--- src/crsm_pkg.sv ---
/*
 * crsm_pkg: constants and carriers for the core register set, stack
 * sequencing and address map block.
 * assumes: one 100 MHz system clock; used by crsm_core and tb.
 */
package crsm_pkg;
    // clock and documented times
    localparam int  CLK_MHZ         = 100;
    localparam int  RESET_LOW_NS    = 2000;
    localparam int  RESET_LOW_CYC   = (RESET_LOW_NS * CLK_MHZ + 999) / 1000;
    localparam int  MIN_INSTR_NS    = 2000;
    localparam int  MIN_INSTR_CYC   = (MIN_INSTR_NS * CLK_MHZ) / 1000;

    // address map
    localparam logic [15:0] ROM_BASE_SMALL = 16'hf000;
    localparam logic [15:0] ROM_BASE_LARGE = 16'he800;
    localparam logic [15:0] SPECIAL_BASE   = 16'hff00;
    localparam logic [15:0] VECTOR_BASE    = 16'hfff4;
    localparam logic [15:0] ZERO_PAGE_TOP  = 16'h00ff;
    localparam logic [15:0] RAM_TOP        = 16'h008f;
    localparam logic [15:0] STACK_PAGE_REG = 16'h00ff;
    localparam int          STACK_PAGE_BIT = 4;
    localparam logic [7:0]  PAGE0          = 8'h00;
    localparam logic [7:0]  PAGE1          = 8'h01;

    // register port offsets
    localparam logic [3:0] OFS_RESULT  = 4'h0;
    localparam logic [3:0] OFS_OFFS1   = 4'h1;
    localparam logic [3:0] OFS_OFFS2   = 4'h2;
    localparam logic [3:0] OFS_STACK   = 4'h3;
    localparam logic [3:0] OFS_IPLOW   = 4'h4;
    localparam logic [3:0] OFS_IPHIGH  = 4'h5;
    localparam logic [3:0] OFS_FLAGS   = 4'h6;
    localparam logic [3:0] OFS_PAGESEL = 4'h7;
    localparam logic [3:0] OFS_STATUS  = 4'h8;
    localparam logic [3:0] OFS_VECSEL  = 4'h9;

    // flag word bit positions
    localparam int FLG_BORROW = 0;
    localparam int FLG_NULL   = 1;
    localparam int FLG_IDIS   = 2;
    localparam int FLG_INDEX  = 5;
    localparam int FLG_RANGE  = 6;
    localparam int FLG_MSB    = 7;

    // reset values of resettable state
    localparam logic [7:0]  FLAGS_RST = 8'h04;
    localparam logic [15:0] IP_RST    = 16'h0000;

    // stack operations
    typedef enum logic [3:0] {
        CRSM_OP_NONE   = 4'h0,
        CRSM_OP_INTR   = 4'h1,
        CRSM_OP_RETEV  = 4'h2,
        CRSM_OP_CALL   = 4'h3,
        CRSM_OP_RETCL  = 4'h4,
        CRSM_OP_PUSHR  = 4'h5,
        CRSM_OP_PULLR  = 4'h6,
        CRSM_OP_PUSHF  = 4'h7,
        CRSM_OP_PULLF  = 4'h8,
        CRSM_OP_LOADSP = 4'h9
    } crsm_op_t;

    // sequencer states, one-hot
    typedef enum logic [6:0] {
        ST_IDLE  = 7'b0000001,
        ST_PUSH0 = 7'b0000010,
        ST_PUSH1 = 7'b0000100,
        ST_PUSH2 = 7'b0001000,
        ST_PULL0 = 7'b0010000,
        ST_PULL1 = 7'b0100000,
        ST_PULL2 = 7'b1000000
    } crsm_state_t;

    // memory map region decode result
    typedef struct packed {
        logic ram;
        logic zero_page;
        logic rom;
        logic special;
        logic vector;
    } crsm_region_t;

    // one stack memory request
    typedef struct packed {
        logic        wr;
        logic        rd;
        logic [15:0] addr;
        logic [7:0]  wdata;
    } crsm_mem_t;

    // whole module state
    typedef struct packed {
        crsm_state_t state;
        crsm_op_t    op;
        logic [7:0]  result;
        logic [7:0]  offs1;
        logic [7:0]  offs2;
        logic [7:0]  sp;
        logic [15:0] ip;
        logic [7:0]  flags;
        logic        page_sel;
        logic [15:0] vec;
        logic [15:0] target;
        crsm_mem_t   mem;
        logic        busy;
        logic        done;
        logic [7:0]  rdata;
        logic        rst_s1;
        logic        rst_s2;
    } crsm_regs_t;
endpackage

--- src/crsm_core.sv ---
/*
 * crsm_core: programmer register set, stack push/pull sequencing and
 * address-map decode of an 8-bit core.
 * assumes: stack memory returns read data the cycle after mem_rd;
 * registers reached over a plain address/strobe port.
 */
// The plain strobed port and the placing of the registers were left to the implementer.
`timescale 1ns/1ps

module crsm_core import crsm_pkg::*; #(
    parameter bit LARGE_ROM = 1'b0
) (
    // clock and reset
    input  wire logic        CLK_SYS,
    input  wire logic        RST_B,
    // register port
    input  wire logic [3:0]  REG_ADDR,
    input  wire logic [7:0]  REG_WDATA,
    input  wire logic        REG_WR,
    input  wire logic        REG_RD,
    output logic      [7:0]  REG_RDATA,
    // stack operation request
    input  wire logic        OP_VALID,
    input  wire logic [3:0]  OP_CODE,
    input  wire logic [15:0] OP_TARGET,
    output logic             OP_BUSY,
    output logic             OP_DONE,
    // stack memory
    output logic             MEM_WR,
    output logic             MEM_RD,
    output logic      [15:0] MEM_ADDR,
    output logic      [7:0]  MEM_WDATA,
    input  wire logic [7:0]  MEM_RDATA,
    // address decode and index helpers
    input  wire logic [15:0] DEC_ADDR,
    output logic      [4:0]  DEC_REGION,
    input  wire logic [7:0]  IDX_OPERAND,
    output logic      [15:0] IDX_ADDR1,
    output logic      [15:0] IDX_ADDR2,
    output logic      [15:0] IDX_DIRECT,
    output logic      [3:0]  BRANCH_COND
);
    crsm_regs_t r_reg;
    crsm_regs_t r_next;
    crsm_regs_t ctl_reg;   // state that reset clears
    crsm_regs_t dat_reg;   // state that reset leaves alone

    // region decode, used for the decode port only
    function automatic crsm_region_t decode(input logic [15:0] a);
        crsm_region_t d;
        d.ram       = (a <= RAM_TOP);
        d.zero_page = (a <= ZERO_PAGE_TOP);
        d.rom       = LARGE_ROM ? (a >= ROM_BASE_LARGE)
                                : (a >= ROM_BASE_SMALL);
        d.special   = (a >= SPECIAL_BASE);
        d.vector    = (a >= VECTOR_BASE);
        return d;
    endfunction

    // stack address from page bit and pointer
    function automatic logic [15:0] stack_addr(input logic pg,
                                               input logic [7:0] sp);
        return {(pg ? PAGE1 : PAGE0), sp};
    endfunction

    // next-state logic
    always_comb begin
        r_next       = r_reg;
        r_next.done  = 1'b0;
        r_next.mem.wr = 1'b0;
        r_next.mem.rd = 1'b0;
        r_next.rst_s1 = 1'b1;
        r_next.rst_s2 = r_reg.rst_s1;
        // register writes
        if (REG_WR && !r_reg.busy) begin
            unique case (REG_ADDR)
                OFS_RESULT:  r_next.result = REG_WDATA;
                OFS_OFFS1:   r_next.offs1  = REG_WDATA;
                OFS_OFFS2:   r_next.offs2  = REG_WDATA;
                OFS_STACK:   r_next.sp     = REG_WDATA;
                OFS_IPLOW:   r_next.ip[7:0]  = REG_WDATA;
                OFS_IPHIGH:  r_next.ip[15:8] = REG_WDATA;
                OFS_FLAGS:   r_next.flags  = REG_WDATA;
                OFS_PAGESEL: r_next.page_sel = REG_WDATA[STACK_PAGE_BIT];
                OFS_VECSEL:  r_next.vec = {8'hff, REG_WDATA};
                default:     r_next.rdata = r_next.rdata;
            endcase
        end
        // register reads, data one cycle later
        if (REG_RD) begin
            unique case (REG_ADDR)
                OFS_RESULT:  r_next.rdata = r_reg.result;
                OFS_OFFS1:   r_next.rdata = r_reg.offs1;
                OFS_OFFS2:   r_next.rdata = r_reg.offs2;
                OFS_STACK:   r_next.rdata = r_reg.sp;
                OFS_IPLOW:   r_next.rdata = r_reg.ip[7:0];
                OFS_IPHIGH:  r_next.rdata = r_reg.ip[15:8];
                OFS_FLAGS:   r_next.rdata = r_reg.flags;
                OFS_PAGESEL: r_next.rdata = {3'h0, r_reg.page_sel, 4'h0};
                OFS_STATUS:  r_next.rdata = {6'h00, r_reg.op != CRSM_OP_NONE,
                                             r_reg.busy};
                OFS_VECSEL:  r_next.rdata = r_reg.vec[7:0];
                default:     r_next.rdata = 8'h00;
            endcase
        end else begin
            r_next.rdata = 8'h00;
        end
        // stack sequencer
        unique case (r_reg.state)
            ST_IDLE: begin
                if (OP_VALID) begin
                    r_next.op     = crsm_op_t'(OP_CODE);
                    r_next.target = OP_TARGET;
                    r_next.busy   = 1'b1;
                    unique case (crsm_op_t'(OP_CODE))
                        CRSM_OP_INTR, CRSM_OP_CALL, CRSM_OP_PUSHR,
                        CRSM_OP_PUSHF: begin
                            r_next.state = ST_PUSH0;
                        end
                        CRSM_OP_RETEV, CRSM_OP_RETCL, CRSM_OP_PULLR,
                        CRSM_OP_PULLF: begin
                            r_next.state    = ST_PULL0;
                            r_next.sp       = r_reg.sp + 8'h01;
                            r_next.mem.rd   = 1'b1;
                            r_next.mem.addr = stack_addr(r_reg.page_sel,
                                                         r_reg.sp + 8'h01);
                        end
                        CRSM_OP_LOADSP: begin
                            r_next.sp   = r_reg.offs1;
                            r_next.busy = 1'b0;
                            r_next.done = 1'b1;
                            r_next.op   = CRSM_OP_NONE;
                        end
                        default: begin
                            r_next.busy = 1'b0;
                            r_next.op   = CRSM_OP_NONE;
                        end
                    endcase
                end
            end
            ST_PUSH0, ST_PUSH1, ST_PUSH2: begin
                r_next.mem.wr   = 1'b1;
                r_next.mem.addr = stack_addr(r_reg.page_sel, r_reg.sp);
                r_next.sp = r_reg.sp - 8'h01;
                if (r_reg.state == ST_PUSH0) begin
                    unique case (r_reg.op)
                        CRSM_OP_PUSHR: r_next.mem.wdata = r_reg.result;
                        CRSM_OP_PUSHF: r_next.mem.wdata = r_reg.flags;
                        default:       r_next.mem.wdata = r_reg.ip[15:8];
                    endcase
                end else if (r_reg.state == ST_PUSH1) begin
                    r_next.mem.wdata = r_reg.ip[7:0];
                end else begin
                    r_next.mem.wdata = r_reg.flags;
                end
                if ((r_reg.state == ST_PUSH0 &&
                     (r_reg.op == CRSM_OP_PUSHR ||
                      r_reg.op == CRSM_OP_PUSHF)) ||
                    (r_reg.state == ST_PUSH1 && r_reg.op == CRSM_OP_CALL) ||
                    r_reg.state == ST_PUSH2) begin
                    r_next.state = ST_IDLE;
                    r_next.busy  = 1'b0;
                    r_next.done  = 1'b1;
                    r_next.op    = CRSM_OP_NONE;
                    if (r_reg.op == CRSM_OP_CALL) begin
                        r_next.ip = r_reg.target;
                    end
                    if (r_reg.op == CRSM_OP_INTR) begin
                        r_next.flags[FLG_IDIS] = 1'b1;
                        r_next.ip = r_reg.target;
                    end
                end else if (r_reg.state == ST_PUSH0) begin
                    r_next.state = ST_PUSH1;
                end else begin
                    r_next.state = ST_PUSH2;
                end
            end
            ST_PULL0, ST_PULL1, ST_PULL2: begin
                // byte stands the cycle after its read strobe
                if (!r_reg.mem.rd) begin
                    unique case (r_reg.op)
                        CRSM_OP_PULLR: r_next.result = MEM_RDATA;
                        CRSM_OP_PULLF: r_next.flags  = MEM_RDATA;
                        CRSM_OP_RETCL: begin
                            if (r_reg.state == ST_PULL0) begin
                                r_next.ip[7:0] = MEM_RDATA;
                            end else begin
                                r_next.ip[15:8] = MEM_RDATA;
                            end
                        end
                        default: begin
                            if (r_reg.state == ST_PULL0) begin
                                r_next.flags = MEM_RDATA;
                            end else if (r_reg.state == ST_PULL1) begin
                                r_next.ip[7:0] = MEM_RDATA;
                            end else begin
                                r_next.ip[15:8] = MEM_RDATA;
                            end
                        end
                    endcase
                    if ((r_reg.state == ST_PULL0 &&
                         (r_reg.op == CRSM_OP_PULLR ||
                          r_reg.op == CRSM_OP_PULLF)) ||
                        (r_reg.state == ST_PULL1 &&
                         r_reg.op == CRSM_OP_RETCL) ||
                        r_reg.state == ST_PULL2) begin
                        r_next.state = ST_IDLE;
                        r_next.busy  = 1'b0;
                        r_next.done  = 1'b1;
                        r_next.op    = CRSM_OP_NONE;
                    end else begin
                        // next read, pointer wraps in page
                        r_next.sp       = r_reg.sp + 8'h01;
                        r_next.mem.rd   = 1'b1;
                        r_next.mem.addr = stack_addr(r_reg.page_sel,
                                                     r_reg.sp + 8'h01);
                        r_next.state    = (r_reg.state == ST_PULL0) ?
                                          ST_PULL1 : ST_PULL2;
                    end
                end
            end
            default: begin
                r_next.state = ST_IDLE;
                r_next.busy  = 1'b0;
            end
        endcase
    end

    // reset flops; their data register copies go unused
    always_ff @(posedge CLK_SYS or negedge RST_B) begin
        if (!RST_B) begin
            ctl_reg.state    <= ST_IDLE;
            ctl_reg.op       <= CRSM_OP_NONE;
            ctl_reg.result   <= 8'h00;
            ctl_reg.offs1    <= 8'h00;
            ctl_reg.offs2    <= 8'h00;
            ctl_reg.sp       <= 8'h00;
            ctl_reg.flags    <= FLAGS_RST;
            ctl_reg.ip       <= IP_RST;
            ctl_reg.page_sel <= 1'b0;
            ctl_reg.vec      <= 16'hfffe;
            ctl_reg.target   <= 16'h0000;
            ctl_reg.mem      <= '0;
            ctl_reg.busy     <= 1'b0;
            ctl_reg.done     <= 1'b0;
            ctl_reg.rdata    <= 8'h00;
            ctl_reg.rst_s1   <= 1'b0;
            ctl_reg.rst_s2   <= 1'b0;
        end else begin
            ctl_reg <= r_next;
        end
    end

    // pointer and data registers not reset
    always_ff @(posedge CLK_SYS) begin
        dat_reg <= r_next;
    end

    // one view: control from reset flops, data from plain flops
    always_comb begin
        r_reg        = ctl_reg;
        r_reg.result = dat_reg.result;
        r_reg.offs1  = dat_reg.offs1;
        r_reg.offs2  = dat_reg.offs2;
        r_reg.sp     = dat_reg.sp;
    end

    // outputs
    assign REG_RDATA  = r_reg.rdata;
    assign OP_BUSY    = r_reg.busy;
    assign OP_DONE    = r_reg.done;
    assign MEM_WR     = r_reg.mem.wr;
    assign MEM_RD     = r_reg.mem.rd;
    assign MEM_ADDR   = r_reg.mem.addr;
    assign MEM_WDATA  = r_reg.mem.wdata;
    assign DEC_REGION = decode(DEC_ADDR);
    assign IDX_ADDR1  = {8'h00, IDX_OPERAND} + {8'h00, r_reg.offs1};
    assign IDX_ADDR2  = {8'h00, IDX_OPERAND} + {8'h00, r_reg.offs2};
    assign IDX_DIRECT = r_reg.flags[FLG_INDEX] ? {8'h00, r_reg.offs1}
                                               : {8'h00, IDX_OPERAND};
    assign BRANCH_COND = {r_reg.flags[FLG_MSB], r_reg.flags[FLG_RANGE],
                          r_reg.flags[FLG_NULL], r_reg.flags[FLG_BORROW]};
endmodule

--- config.mk ---
export PLATFORM = sky130hd
export DESIGN_NAME = crsm_core
export DESIGN_NICKNAME = d
export VERILOG_FILES = /design/src/crsm_pkg.sv /design/src/crsm_core.sv
export SDC_FILE = /design/constraint.sdc
export NUM_CORES = 1
export LEC_CHECK = 0
export CORE_ASPECT_RATIO = 1.4
export CORE_MARGIN = 3
export CORE_UTILIZATION = 30
export CTS_CLUSTER_DIAMETER = 40
export DETAILED_ROUTE_END_ITERATION = 12
export DONT_BUFFER_PORTS = 1
export PLACE_DENSITY = 0.55
export SETUP_SLACK_MARGIN = 0.05
export SYNTH_ARGS = -nofsm -noshare
export SYNTH_HDL_FRONTEND = slang
export SYNTH_SLANG_ARGS = --single-unit
--- constraint.sdc ---
create_clock -name CLK_SYS -period 3.4 [get_ports CLK_SYS]
set_clock_uncertainty 0.15 [all_clocks]
set_input_delay 0.68 -clock CLK_SYS [delete_from_list [all_inputs] [get_ports CLK_SYS]]
set_output_delay 0.68 -clock CLK_SYS [all_outputs]
set_load 0.05 [all_outputs]
# --- Yosys cells after proc, flatten, opt, wreduce, memory -nomap -nowiden ---
# Cells that the tools add are included.
classes:
  addsub: 4
  order_cmp: 5
  eq_ne: 39
  muxes: 68
  reduce_logical: 31
op_table:
  columns: ["cell", "count"]
  rows:
  - ["two-way mux 8 bit", 21]
  - ["one-hot mux 8 bit (10 select lines)", 1]
  - ["two-way mux 73 bit", 1]
  - ["two-way mux 17 bit", 4]
  - ["two-way mux 16 bit", 4]
  - ["one-hot mux 16 bit (2 select lines)", 2]
  - ["equality test 4 x 3 -> 1 bit, second input constant", 12]
  - ["greater-or-equal comparator 16 bit, second input constant", 3]
  - ["one-hot mux 16 bit (3 select lines)", 1]
  - ["one-hot mux 8 bit (2 select lines)", 3]
  - ["less-or-equal comparator 16 x 8 -> 1 bit, second input constant", 2]
  - ["two-way mux 32 bit", 1]
  - ["one-hot mux 8 bit (3 select lines)", 1]
  - ["two-way mux 7 bit", 3]
  - ["one-hot mux 7 bit (3 select lines)", 1]
  - ["equality test 4 x 2 -> 1 bit, second input constant", 5]
  - ["equality test 4 bit, second input constant", 5]
  - ["two-way mux 19 bit", 1]
  - ["adder 8 x 8 -> 9 bit", 2]
  - ["two-way mux 4 bit", 4]
  - ["one-hot mux 7 bit (2 select lines)", 1]
  - ["equality test 4 x 1 -> 1 bit, second input constant", 3]
  - ["one-hot mux 4 bit (3 select lines)", 1]
  - ["two-way mux 11 bit", 1]
  - ["other kinds (31)", 64]
totals:
  regBits: 128
  out_inout_bits: 93
  elab_cells: 165

# --- Logic depth before layout (Yosys ltp) ---
# Gate-level depths: netlist of the first run.
depth:
  depth_word: 8
  depth_mapped: 9
  ltp_nobuf: 9

# --- Least setup slack after synthesis of the first run ---
# No wires, ideal clock.
synth_timing:
  kind: "input to output"
  startpoint: "input port IDX_OPERAND[0]"
  endpoint: "output port IDX_ADDR1[8]"
  arrival_ps: 2831
  setup_slack_ps: -261
  path_stages: 9
  path_buffers: 0
  cell_sequence: "ha_1 > inv_1 > fa_1 > nor2b_1 > o21ai_0 > nand2b_1 > a21o_1 > a21oi_1 > o21ai_0"
synth_between:
  elab_chain_cells: 1
synth_lines:
  columns: ["item", "line_no", "text"]
  rows:
  - ["from (decl)", "crsm_core.sv:37", "input wire logic [7:0] IDX_OPERAND,"]
  - ["adder 8 x 8 -> 9 bit", "crsm_core.sv:277", "assign IDX_ADDR1 = {8'h00, IDX_OPERAND} + {8'h00, r_reg.offs1};"]
  - ["to (decl)", "crsm_core.sv:38", "output logic [15:0] IDX_ADDR1,"]
# Every way passes these cells.

# --- Final worst setup path of the first run ---
layout_timing:
  startpoint: "register dat_reg[104] (netlist name)"
  endpoint: "output port IDX_ADDR2[7]"
layout_between:
  elab_chain_cells: 1
layout_lines:
  columns: ["item", "line_no", "text"]
  rows:
  - ["from (decl)", "crsm_core.sv:46", "crsm_regs_t dat_reg;"]
  - ["from (signal assigned)", "crsm_core.sv:256", "dat_reg <= r_next;"]
  - ["adder 8 x 8 -> 9 bit", "crsm_core.sv:278", "assign IDX_ADDR2 = {8'h00, IDX_OPERAND} + {8'h00, r_reg.offs2};"]
  - ["to (decl)", "crsm_core.sv:39", "output logic [15:0] IDX_ADDR2,"]
# Every way passes these cells.

==> results of run 1 <==
==> cell usage in the layout (no fill, tap or decap), drive strengths merged, types with 16 or more instances in the layout <==
cell type | synthesis | final
edfxtp | 16 | 16
mux2i | 51 | 51
o21ai | 54 | 54
ha | 18 | 18
dfrtp | 80 | 80
nand3 | 18 | 18
clkbuf | 13 | 20
a21oi | 34 | 34
inv | 21 | 28
nor2 | 66 | 66
a22oi | 25 | 25
conb | 1 | 29
mux2 | 37 | 37
buf | 92 | 42
dfxtp | 16 | 16
nand2 | 61 | 61
nor3 | 18 | 18
==> power by group through the flow <==
stage | logic (uW) | clock network [uW] | registers, uW
CTS | 2160 | 1810 | 3020
global route | 2390 | 1870 | 3090
finish | 2180 | 1790 | 3020
detailed placement | 2120 | 0 | 3050
global placement | 2100 | 0 | 3030
floorplan | 2510 | 0 | 2290
==> area by class of cell <==
cell class / count / area, sq um
fillers: 2668 / 17400
multi-input cells: 612 / 4437
well taps: 360 / 450.4
flip-flops and latches: 121 / 3039
inverters: 22 / 82.58
clock buffers: 20 / 478.0
repair buffers: 43 / 375.4
clock inverters: 12 / 101.3
==> worst max-delay path by stage <==
stage | startpoint | endpoint | slack [ns] | depth (start not counted)
floorplan | IDX_OPERAND[0] | IDX_ADDR1[8] | 0.09 | 9
global placement | IDX_OPERAND[1] | IDX_ADDR2[7] | 0.14 | 7
detailed placement | IDX_OPERAND[1] | IDX_ADDR2[7] | 0.13 | 7
CTS | dat_reg[104] | IDX_ADDR2[7] | 0.05 | 7
global route | dat_reg[112] | IDX_ADDR1[7] | 0.04 | 7
finish | dat_reg[104] | IDX_ADDR2[7] | 0.14 | 7
==> cell families (layout without fill, tap and decap cells) <==
kind of cell    Yosys count  in the layout  synth area share [%]
fa+ha+maj                20             20                 3.281
other cells               1             29               0.04638
flops                   121            121                 37.59
simple gates            238            238                 16.28
compound gates          207            207                 17.67
xor+xnor                 25             25                 2.708
mux                      93             93                 12.86
buf+inv                 127             97                 9.563
==> repair_timing <==
action / 4_1_cts / 5_1_grt
endpoints found under the setup margin: 4 / 6
buffers inserted: 0 / 5
pin swaps: 0 / 3
hold buffers: 1 / 0
hold endpoints to repair: 89 / 0
resized for setup: 3 / 8
==> metal layers <==
metal / global-route usage [%] / vias up / part of all wire (%)
li1: - / 2945 / -
met1: 18.67 / 3095 / 37
met2: 30.46 / 256 / 53
met3: 4.586 / 40 / 7.5
met4: 6.333 / 0 / 2.8
met5: 0 / - / 0
==> critical path, stage by stage, from the launching register on <==
cell	delay, ns
sky130_fd_sc_hd__edfxtp_1	0.41
sky130_fd_sc_hd__ha_1	0.29
sky130_fd_sc_hd__a21o_1	0.19
sky130_fd_sc_hd__a21oi_2	0.16
sky130_fd_sc_hd__o21ai_2	0.10
sky130_fd_sc_hd__o41ai_2	0.38
sky130_fd_sc_hd__xnor2_1	0.17
sky130_fd_sc_hd__bufbuf_16	0.30
==> through the flow <==
step	hold WS [ns]	util (%)	instance area (sq um)
2_1_floorplan	0.2344	-	8205
3_3_place_gp	0.2414	31.34	8262
3_5_place_dp	0.2415	31.34	8262
4_1_cts	0.04292	33.70	8884
5_1_grt	0.05391	34.00	8964
6_report	0.02660	34.00	8964
==> impl_summary.txt, run 1 <==
----------------------------------------------------
[GRT]
  Initial antenna violation count ... 0
  Global-route wire length before repair ... 37.83 mm
  Total overflow reported by the global router ... 0
  Global routing usage summed across all routing layers ... 16.96%
  Largest net degree at the start of global routing ... 90
  Number of global-route vias before repair ... 6340

[Worst setup path]
  Req. time, crit path ... 2.57 ns
  Endpoint of the most critical register-to-register path ... dat_reg[97]
  Number of cells on the worst reg-to-reg path ... 9
  Critical Path Source Type ... flop
  Kind of end point of the critical path ... output port
  Setup Crit Path Kind ... flop to output port
  Launch point of the worst reg-to-reg path ... ctl_reg[135]
  CP Data Arrival Time ... 2.43 ns
  Worst-path fanout max ... 3
  Setup slack of the worst register-to-register path ... roughly 0.69 ns

[Yosys]
  Number of unique standard cell types used by synthesis ... 90
  Post-Syn Area ... 8085 sq um
  Top-area cell type share of the netlist area ... 24.76%
  Commonest cells in the synthesized netlist ... 80 x sky130_fd_sc_hd__dfrtp_1, 65 x sky130_fd_sc_hd__buf_4, 64 x sky130_fd_sc_hd__nor2_1
  Share of the yosys chip area belonging to registers ... about 38%
  FFs w/ async S/R, synth ... 73.55%
  Synthesized area per cell ... 9.718 sq um
  Largest cells by area after synthesis ... sky130_fd_sc_hd__dfrtp_1 25%, sky130_fd_sc_hd__mux2i_1 6.3%, sky130_fd_sc_hd__buf_4 6.0%
  Mapped Cells ... 832
  Most frequent cell after synthesis ... sky130_fd_sc_hd__dfrtp_1
  Number of enable-type register cells in the synthesized netlist ... 16
  Synth area leader ... sky130_fd_sc_hd__dfrtp_1
  Synth Flop Type ... sky130_fd_sc_hd__dfrtp_1
  Synthesis-stage register bit count ... 121
  Number of warnings printed during yosys synthesis ... 0

[Power and ir drop]
  Power share of the combinational group ... a little under a third
  Switching power total ... a little over 3000 uW
  Clock network fraction of total power ... 25.6%
  Share of total power in sequential cells ... 43.2%
  Power density over cell area ... around 780 nW/um^2
  Sw Ratio ... between 40% and 50%
  Cell internal pwr ... 3968 uW
  Static Leak ... 0.003799 uW
  Final total power ... 6998 uW
  Maximum ir drop on the vdd rail ... between 0.0003 and 0.0004 V

[STA]
  Smallest setup slack after layout ... 0.1410 ns
  Summed negative setup slack over all endpoints ... 0 ns
  Number of failing hold endpoints at the final stage ... 0
  Final setup violation count ... 0
  Max_slew headroom ... 49.01%
  Slew at the pin closest to its max-slew limit ... about 0.76 ns
  Ratio of final minimum period to clock period ... 95.85%
  Unrepaired setup endpoints after global routing ... yes
  Achievable clock frequency ... 0.3068 GHz
  Count of pins over their slew limit ... 0
  Final critical delay including setup and external delays ... 3.259 ns

[Clocking]
  Master cell of the clock root buffer ... sky130_fd_sc_hd__clkbuf_16
  Clock tree from TritonCTS ... yes
  CTS HTree Levels ... 4
  Cts bufs inserted ... 17
  Count of clock tree sinks ... approximately 120
  Maximum clock insertion buffer count ... 2
  Clock edge transition at the registers on the reported setup and hold paths ... roughly 0.060 ns
  Clock insertion delay at the later pin of the skew report ... 0.43 ns

[Cells and area]
  Synth-to-Final Area Change ... 10.86%
  Final net count ... 906
  Flip-flop count of the largest register, all copies and words added ... 56
  Non-filler instance count after layout ... 1190
  Fraction of final layout cells with drive strength greater than 1 ... 19.88%
  Antenna cell count ... 0

[Floorplan]
  Total die area ... 28980 sq um
  Initial Utilization ... 30.67%
  Die extent in y ... 200.2 microns
  Std-Cell Rows ... 70
  Placeable core region ... approximately 26000 sq um
  Boundary Pins ... 162
  Horizontal die dimension ... between 100 and 150 microns

[Place]
  Pre-CTS setup slack ... 0.1328 ns
  DP Cell Count ... 1152
  Routability-driven placement congestion ratio ... about 0.9
  IO buf count ... 0
  Sum of net half-perimeters after detailed placement ... 18.97 mm

[Detailed routing]
  Via total after detailed routing ... roughly 6300
  Routed wire per std cell ... between 20 and 25 microns
  Post-detailed-route count of antenna-violating nets ... 0
  Vias per cell ... 5.324
  Detailed-route wire length ... approximately 25 mm
  DRT Pass-1 Iters ... 6
  Remaining routing DRC violations ... 0
  Iteration-0 DRC count of the detailed router ... 477

[Job]
  Max-cap check violation count ... 0

[Outcome]
  Result of the run ... completed

[Hold path]
  Type of the worst min-delay path ... input port to async pin

----------------------------------------------------
Note: power is estimated with default switching activity, not from simulation.
==> inputs of run 2 (changes only) <==
--- a/config.mk
+++ b/config.mk
@@ -5,13 +5,13 @@
 export SDC_FILE = /design/constraint.sdc
 export NUM_CORES = 1
 export LEC_CHECK = 0
+export BUFFER_PORTS_ARGS = -buffer_cell sky130_fd_sc_hd__buf_4
 export CORE_ASPECT_RATIO = 1.4
 export CORE_MARGIN = 3
 export CORE_UTILIZATION = 30
 export CTS_CLUSTER_DIAMETER = 40
 export DETAILED_ROUTE_END_ITERATION = 12
-export DONT_BUFFER_PORTS = 1
-export PLACE_DENSITY = 0.55
+export PLACE_DENSITY = 0.6
 export SETUP_SLACK_MARGIN = 0.05
 export SYNTH_ARGS = -nofsm -noshare
 export SYNTH_HDL_FRONTEND = slang
==> impl_summary.txt, run 2 (same netlist as run 1, synthesis figures left out) <==
----------------------------------------------------
[Power and ir drop]
  Static Leak ... around 0.0043 uW
  Maximum ir drop on the vdd rail ... 0.0003551 V
  Sw Ratio ... 42.34%
  Switching power total ... 3079 uW
  Power share of the combinational group ... 39.8%
  Cell internal pwr ... 4192 uW
  Share of total power in sequential cells ... 35.8%
  Power density over cell area ... around 750 nW/um^2
  Clock network fraction of total power ... between 20 and 25%

[Floorplan]
  Horizontal die dimension ... about 140 microns
  Std-Cell Rows ... 70
  Die extent in y ... 200.2 microns
  Initial Utilization ... 30.67%
  Total die area ... 28980 sq um
  Placeable core region ... 26360 sq um
  Boundary Pins ... 162

[GRT]
  Total overflow reported by the global router ... 0
  Initial antenna violation count ... 0
  Global routing usage summed across all routing layers ... 16.63%
  Global-route wire length before repair ... 37.31 mm
  Number of global-route vias before repair ... 6676
  Largest net degree at the start of global routing ... 62

[Detailed routing]
  Vias per cell ... 5.132
  Detailed-route wire length ... 24.62 mm
  DRT Pass-1 Iters ... 6
  Post-detailed-route count of antenna-violating nets ... 0
  Remaining routing DRC violations ... 0
  Routed wire per std cell ... between 15 and 20 microns
  Via total after detailed routing ... 6692
  Iteration-0 DRC count of the detailed router ... just over 500

[STA]
  Unrepaired setup endpoints after global routing ... no
  Final setup violation count ... 0
  Summed negative setup slack over all endpoints ... 0 ns
  Post-route worst hold slack ... about 0.21 ns
  Ratio of final minimum period to clock period ... 94.62%
  Slew at the pin closest to its max-slew limit ... 0.8473 ns
  Final critical delay including setup and external delays ... roughly 3.2 ns
  Count of pins over their slew limit ... 0
  Number of failing hold endpoints at the final stage ... 0
  Achievable clock frequency ... approximately 0.31 GHz
  Max_slew headroom ... a little over two fifths

[Cells and area]
  Final core area utilization ... 37.00%
  Multi-input gate area in the final layout ... 4418 sq um
  Fraction of final layout cells with drive strength greater than 1 ... 29.34%
  Area used by sequential logic in the layout ... roughly 3000 sq um
  Filler cells ... 2667
  Most frequent cells in the layout ... 155 x sky130_fd_sc_hd__buf_4, 80 x sky130_fd_sc_hd__dfrtp_1, 64 x sky130_fd_sc_hd__nor2_1
  Flip-flop count of the largest register, all copies and words added ... 56
  Final net count ... 1020
  Antenna cell count ... 0
  Synth-to-Final Area Change ... 20.64%
  Commonest non-fill, non-tap cell in the layout ... sky130_fd_sc_hd__buf_4

[Worst setup path]
  Stages on worst setup path ... 7
  Number of buffers and inverters on the critical path ... 1
  Setup Crit Path Kind ... flop to output port
  Req. time, crit path ... 2.57 ns
  Chain of cells forming the critical path ... ha_1 -> a21o_1 -> a21oi_2 -> o21ai_1 -> o41ai_2 -> xnor2_1 -> buf_4
  Top Family by Delay on Critical Path ... compound AO/OA/AOI/OAI gates
  Slowest stage cell on the critical path ... sky130_fd_sc_hd__edfxtp_1
  Number of cells on the worst reg-to-reg path ... 9
  Launch point of the worst reg-to-reg path ... ctl_reg[135]
  Slowest stage delay, CP ... 0.41 ns
  Critical Path Source Type ... flop
  Origin of the worst setup path ... dat_reg[104]
  Kind of end point of the critical path ... output port
  Worst-path fanout max ... 3
  CP Data Arrival Time ... 2.39 ns

[Outcome]
  Result of the run ... completed

[Clocking]
  Master cell of the clock root buffer ... sky130_fd_sc_hd__clkbuf_16
  Clock tree from TritonCTS ... yes
  Maximum clock insertion buffer count ... 2
  CTS HTree Levels ... 4
  Clock insertion delay at the later pin of the skew report ... around 0.42 ns
  Cts bufs inserted ... 17
  Clock edge transition at the registers on the reported setup and hold paths ... 0.06 ns
  Count of clock tree sinks ... 121

[Place]
  IO buf count ... 130
  Sum of net half-perimeters after detailed placement ... 19.01 mm
  Routability-driven placement congestion ratio ... 0.9002

[Job]
  Max-cap check violation count ... 0

[Hold path]
  Type of the worst min-delay path ... input port to async pin

----------------------------------------------------
==> run 2: changes by cell type in the layout (fill, tap and decap cells not counted), moves of 2 or more <==
| cell | before | now |
|---|---|---|
| sky130_fd_sc_hd__buf_4 | 39 | 155 |
| sky130_fd_sc_hd__clkinvlp_4 | 2 | 6 |
| sky130_fd_sc_hd__inv_6 | 6 | 4 |
| sky130_fd_sc_hd__o21ai_1 | 18 | 20 |
==> run 2: cell type report <==
class	instances	area share, %
clock inverter	14	1.424
timing repair buffer	157	12.16
inverter	22	0.8466
multi-input combinational	612	45.29
clock buffer	18	4.502
sequential	121	31.16
tap	360	4.618
==> run 2: path summary, 6_finish.rpt <==
kind	endpoint	slack [ns]
setup / recovery	IDX_ADDR2[7]	0.18
hold / removal	ctl_reg[136]	0.21
setup reg to reg	dat_reg[97]	0.66
hold reg to reg	MEM_WDATA[4]	0.33
max in group asynchronous	ctl_reg[73]	2.04
min in group CLK_SYS	ctl_reg[38]	0.33
==> run 2: power by group through the flow <==
stage	Clock, uW	Combinational [uW]	Sequential [uW]
6_report	1770	2900	2600
5_1_grt	1860	3120	2680
4_1_cts	1810	2910	2600
3_5_place_dp	0	2890	2620
3_3_place_gp	0	2860	2600
2_1_floorplan	0	2510	2290
==> run 2: layer usage <==
metal	wire, microns	global-route usage, %
met3	1267	3.248
met2	13040	29.93
met5	0	0
met4	545	5.933
met1	9772	19.15
==> run 2: metrics by stage <==
step           cell area, sq um  total power [uW]  instances  setup WS, ns
2_1_floorplan              8205              4795        860       0.09182
3_3_place_gp               9106              5462       1267       0.08899
3_5_place_dp               9106              5512       1267        0.1001
4_1_cts                    9703              7312       1299       0.06893
5_1_grt                    9754              7659       1304       0.05420
6_report                   9754              7271       1304        0.1830
==> run 2: what timing repair did <==
item                       in CTS  in global routing
setup endpoints to repair       4                  7
hold buffers                    0                  0
pin swaps                       0                  2
gates resized for setup         3                  7
setup buffers                   0                  5
==> inputs of run 3 (changes only) <==
--- a/config.mk
+++ b/config.mk
@@ -8,10 +8,10 @@
 export BUFFER_PORTS_ARGS = -buffer_cell sky130_fd_sc_hd__buf_4
 export CORE_ASPECT_RATIO = 1.4
 export CORE_MARGIN = 3
-export CORE_UTILIZATION = 30
+export CORE_UTILIZATION = 36
 export CTS_CLUSTER_DIAMETER = 40
 export DETAILED_ROUTE_END_ITERATION = 12
-export PLACE_DENSITY = 0.6
+export PLACE_DENSITY = 0.67
 export SETUP_SLACK_MARGIN = 0.05
 export SYNTH_ARGS = -nofsm -noshare
 export SYNTH_HDL_FRONTEND = slang
==> impl_summary.txt, run 3 (same netlist as run 1, synthesis figures left out) <==
----------------------------------------------------
[Detailed routing]
  Iteration-0 DRC count of the detailed router ... 562
  Post-detailed-route count of antenna-violating nets ... 0
  Routed wire per std cell ... approximately 19 microns
  Via total after detailed routing ... 6746
  Detailed-route wire length ... 23.05 mm
  Remaining routing DRC violations ... 0
  Vias per cell ... 5.458
  DRT Pass-1 Iters ... 5

[STA]
  Achievable clock frequency ... about 0.31 GHz
  Number of failing hold endpoints at the final stage ... 0
  Final setup violation count ... 0
  Ratio of final minimum period to clock period ... between 90 and 100%
  Summed negative setup slack over all endpoints ... 0 ns
  Slew at the pin closest to its max-slew limit ... 0.7491 ns
  Count of pins over their slew limit ... 0
  Max_slew headroom ... 49.72%
  Smallest setup slack after layout ... 0.1636 ns
  Final critical delay including setup and external delays ... between 3 and 4 ns
  Unrepaired setup endpoints after global routing ... yes

[GRT]
  Initial antenna violation count ... 0
  Number of global-route vias before repair ... 6812
  Largest net degree at the start of global routing ... 53
  Global-route wire length before repair ... 36.96 mm
  Total overflow reported by the global router ... 0
  Global routing usage summed across all routing layers ... 19.08%

[Worst setup path]
  Top Family by Delay on Critical Path ... compound AO/OA/AOI/OAI gates
  CP Data Arrival Time ... approximately 2.4 ns
  Slowest stage cell on the critical path ... sky130_fd_sc_hd__edfxtp_1
  Slowest stage delay, CP ... 0.42 ns
  Kind of end point of the critical path ... output port
  Setup Crit Path Kind ... flop to output port
  Req. time, crit path ... 2.57 ns
  Chain of cells forming the critical path ... ha_1 -> inv_1 -> fa_1 -> nor2b_1 -> o21ai_0 -> nand2b_1 -> a21o_1 -> a21oi_2 -> xnor2_2 -> buf_4
  Critical Path Source Type ... flop
  Number of buffers and inverters on the critical path ... 2
  Worst-path fanout max ... 3

[Floorplan]
  Boundary Pins ... 162
  Std-Cell Rows ... 64
  Total die area ... 24320 sq um
  Die extent in y ... 183.3 microns
  Placeable core region ... 21940 sq um
  Horizontal die dimension ... 132.7 microns
  Initial Utilization ... between 30% and 40%

[Place]
  Routability-driven placement congestion ratio ... just over 0.9
  DP Cell Count ... 1200
  IO buf count ... 130
  Sum of net half-perimeters after detailed placement ... about 18 mm
  Pre-CTS setup slack ... roughly 0.083 ns

[Cells and area]
  Flip-flop count of the largest register, all copies and words added ... 56
  Most frequent cells in the layout ... 150 x sky130_fd_sc_hd__buf_4, 80 x sky130_fd_sc_hd__dfrtp_1, 64 x sky130_fd_sc_hd__nor2_1
  Fraction of final layout cells with drive strength greater than 1 ... 28.97%
  Commonest non-fill, non-tap cell in the layout ... sky130_fd_sc_hd__buf_4
  Final net count ... ~1000
  Antenna cell count ... 0
  Synth-to-Final Area Change ... 19.33%
  Non-filler instance count after layout ... between 1000 and 1500

[Hold path]
  Type of the worst min-delay path ... input port to async pin

[Clocking]
  Clock edge transition at the registers on the reported setup and hold paths ... roughly 0.060 ns
  Master cell of the clock root buffer ... sky130_fd_sc_hd__clkbuf_16
  CTS HTree Levels ... 4
  Maximum clock insertion buffer count ... 2
  Clock insertion delay at the later pin of the skew report ... 0.43 ns
  Clock tree from TritonCTS ... yes
  Count of clock tree sinks ... 121
  Number of buffers inserted for hold repair after clock tree synthesis ... 0
  Cts bufs inserted ... 17

[Power and ir drop]
  Maximum ir drop on the vdd rail ... 0.0004049 V
  Power density over cell area ... 752.5 nW/um^2
  Static Leak ... 0.004310 uW

[Outcome]
  Result of the run ... completed

[Job]
  Max-cap check violation count ... 0

----------------------------------------------------
run 3: cell types whose count changed in the layout (fill, tap and decap cells not counted), sizes merged:
| cell | previous run | this run |
|---|---|---|
| clkinvlp | 6 | 3 |
| bufinv | 1 | 2 |
| inv | 26 | 24 |
| clkinv | 3 | 7 |
| buf | 157 | 152 |
run 3: area by class of cell:
cell class                      count  area [sq um]
Fill cell                        2170         12290
Multi-Input combinational cell    612          4419
Sequential cell                   121          3039
Timing Repair Buffer              152          1149
Clock buffer                       18         439.2
Tap cell                          297         371.6
Clock inverter                     14         147.6
Inverter                           22         82.58
run 3: final timing paths:
kind                       depth (start not counted)            to         start  slack (ns)
max                                               10  IDX_ADDR1[6]  dat_reg[111]        0.16
max in group asynchronous                          2  ctl_reg[132]         RST_B        2.18
min                                                1  MEM_WDATA[1]         RST_B        0.16
max reg2reg                                        7  MEM_WDATA[7]  ctl_reg[135]        0.61
min reg2reg                                        1  MEM_WDATA[4]  MEM_WDATA[4]        0.33
min in group CLK_SYS                               1  MEM_WDATA[4]  MEM_WDATA[4]        0.33
run 3: timing repair:
item	in CTS	in global routing
cloned	0	0
resized for setup	3	5
setup endpoints to repair	4	5
buffers inserted	1	3
run 3: per-stage QoR:
step | total power (uW) | util, % | hold WS, ns | instance area (sq um)
after detailed placement | 5466 | 41.01 | 0.3215 | 8997
after floorplan | 4795 | - | 0.2344 | 8205
final | 7260 | 43.97 | 0.1554 | 9648
after global placement | 5410 | 41.01 | 0.3167 | 8997
after CTS | 7285 | 43.78 | 0.1713 | 9607
after global routing | 7672 | 43.97 | 0.1966 | 9648
run 3: worst register-to-register path: cells and delay by family (launching register included):
kind / cells / cell delay, ns
AOI/OAI and AO/OA: 3 / 0.87
and+or+nand+nor: 2 / 0.66
DFF: 1 / 0.54
buffers and inverters: 2 / 0.50
run 3: metal layers:
| metal | global-route usage (%) | share of wire (%) | wire (microns) | up-vias |
|---|---|---|---|---|
| met5 | 0 | 0 | 0 | - |
| met1 | 22.11 | 40 | 9243 | 3274 |
| li1 | - | - | - | 3166 |
| met4 | 8.444 | 3.7 | 858 | 0 |
| met2 | 33.71 | 50 | 11570 | 255 |
| met3 | 4.308 | 6.0 | 1377 | 51 |
run 3: power breakdown:
group	internal, uW	total, uW	switching, uW
combinational	1160	2870	1710
clock	1100	1800	700
sequential	1990	2590	598
total	4250	7260	3010
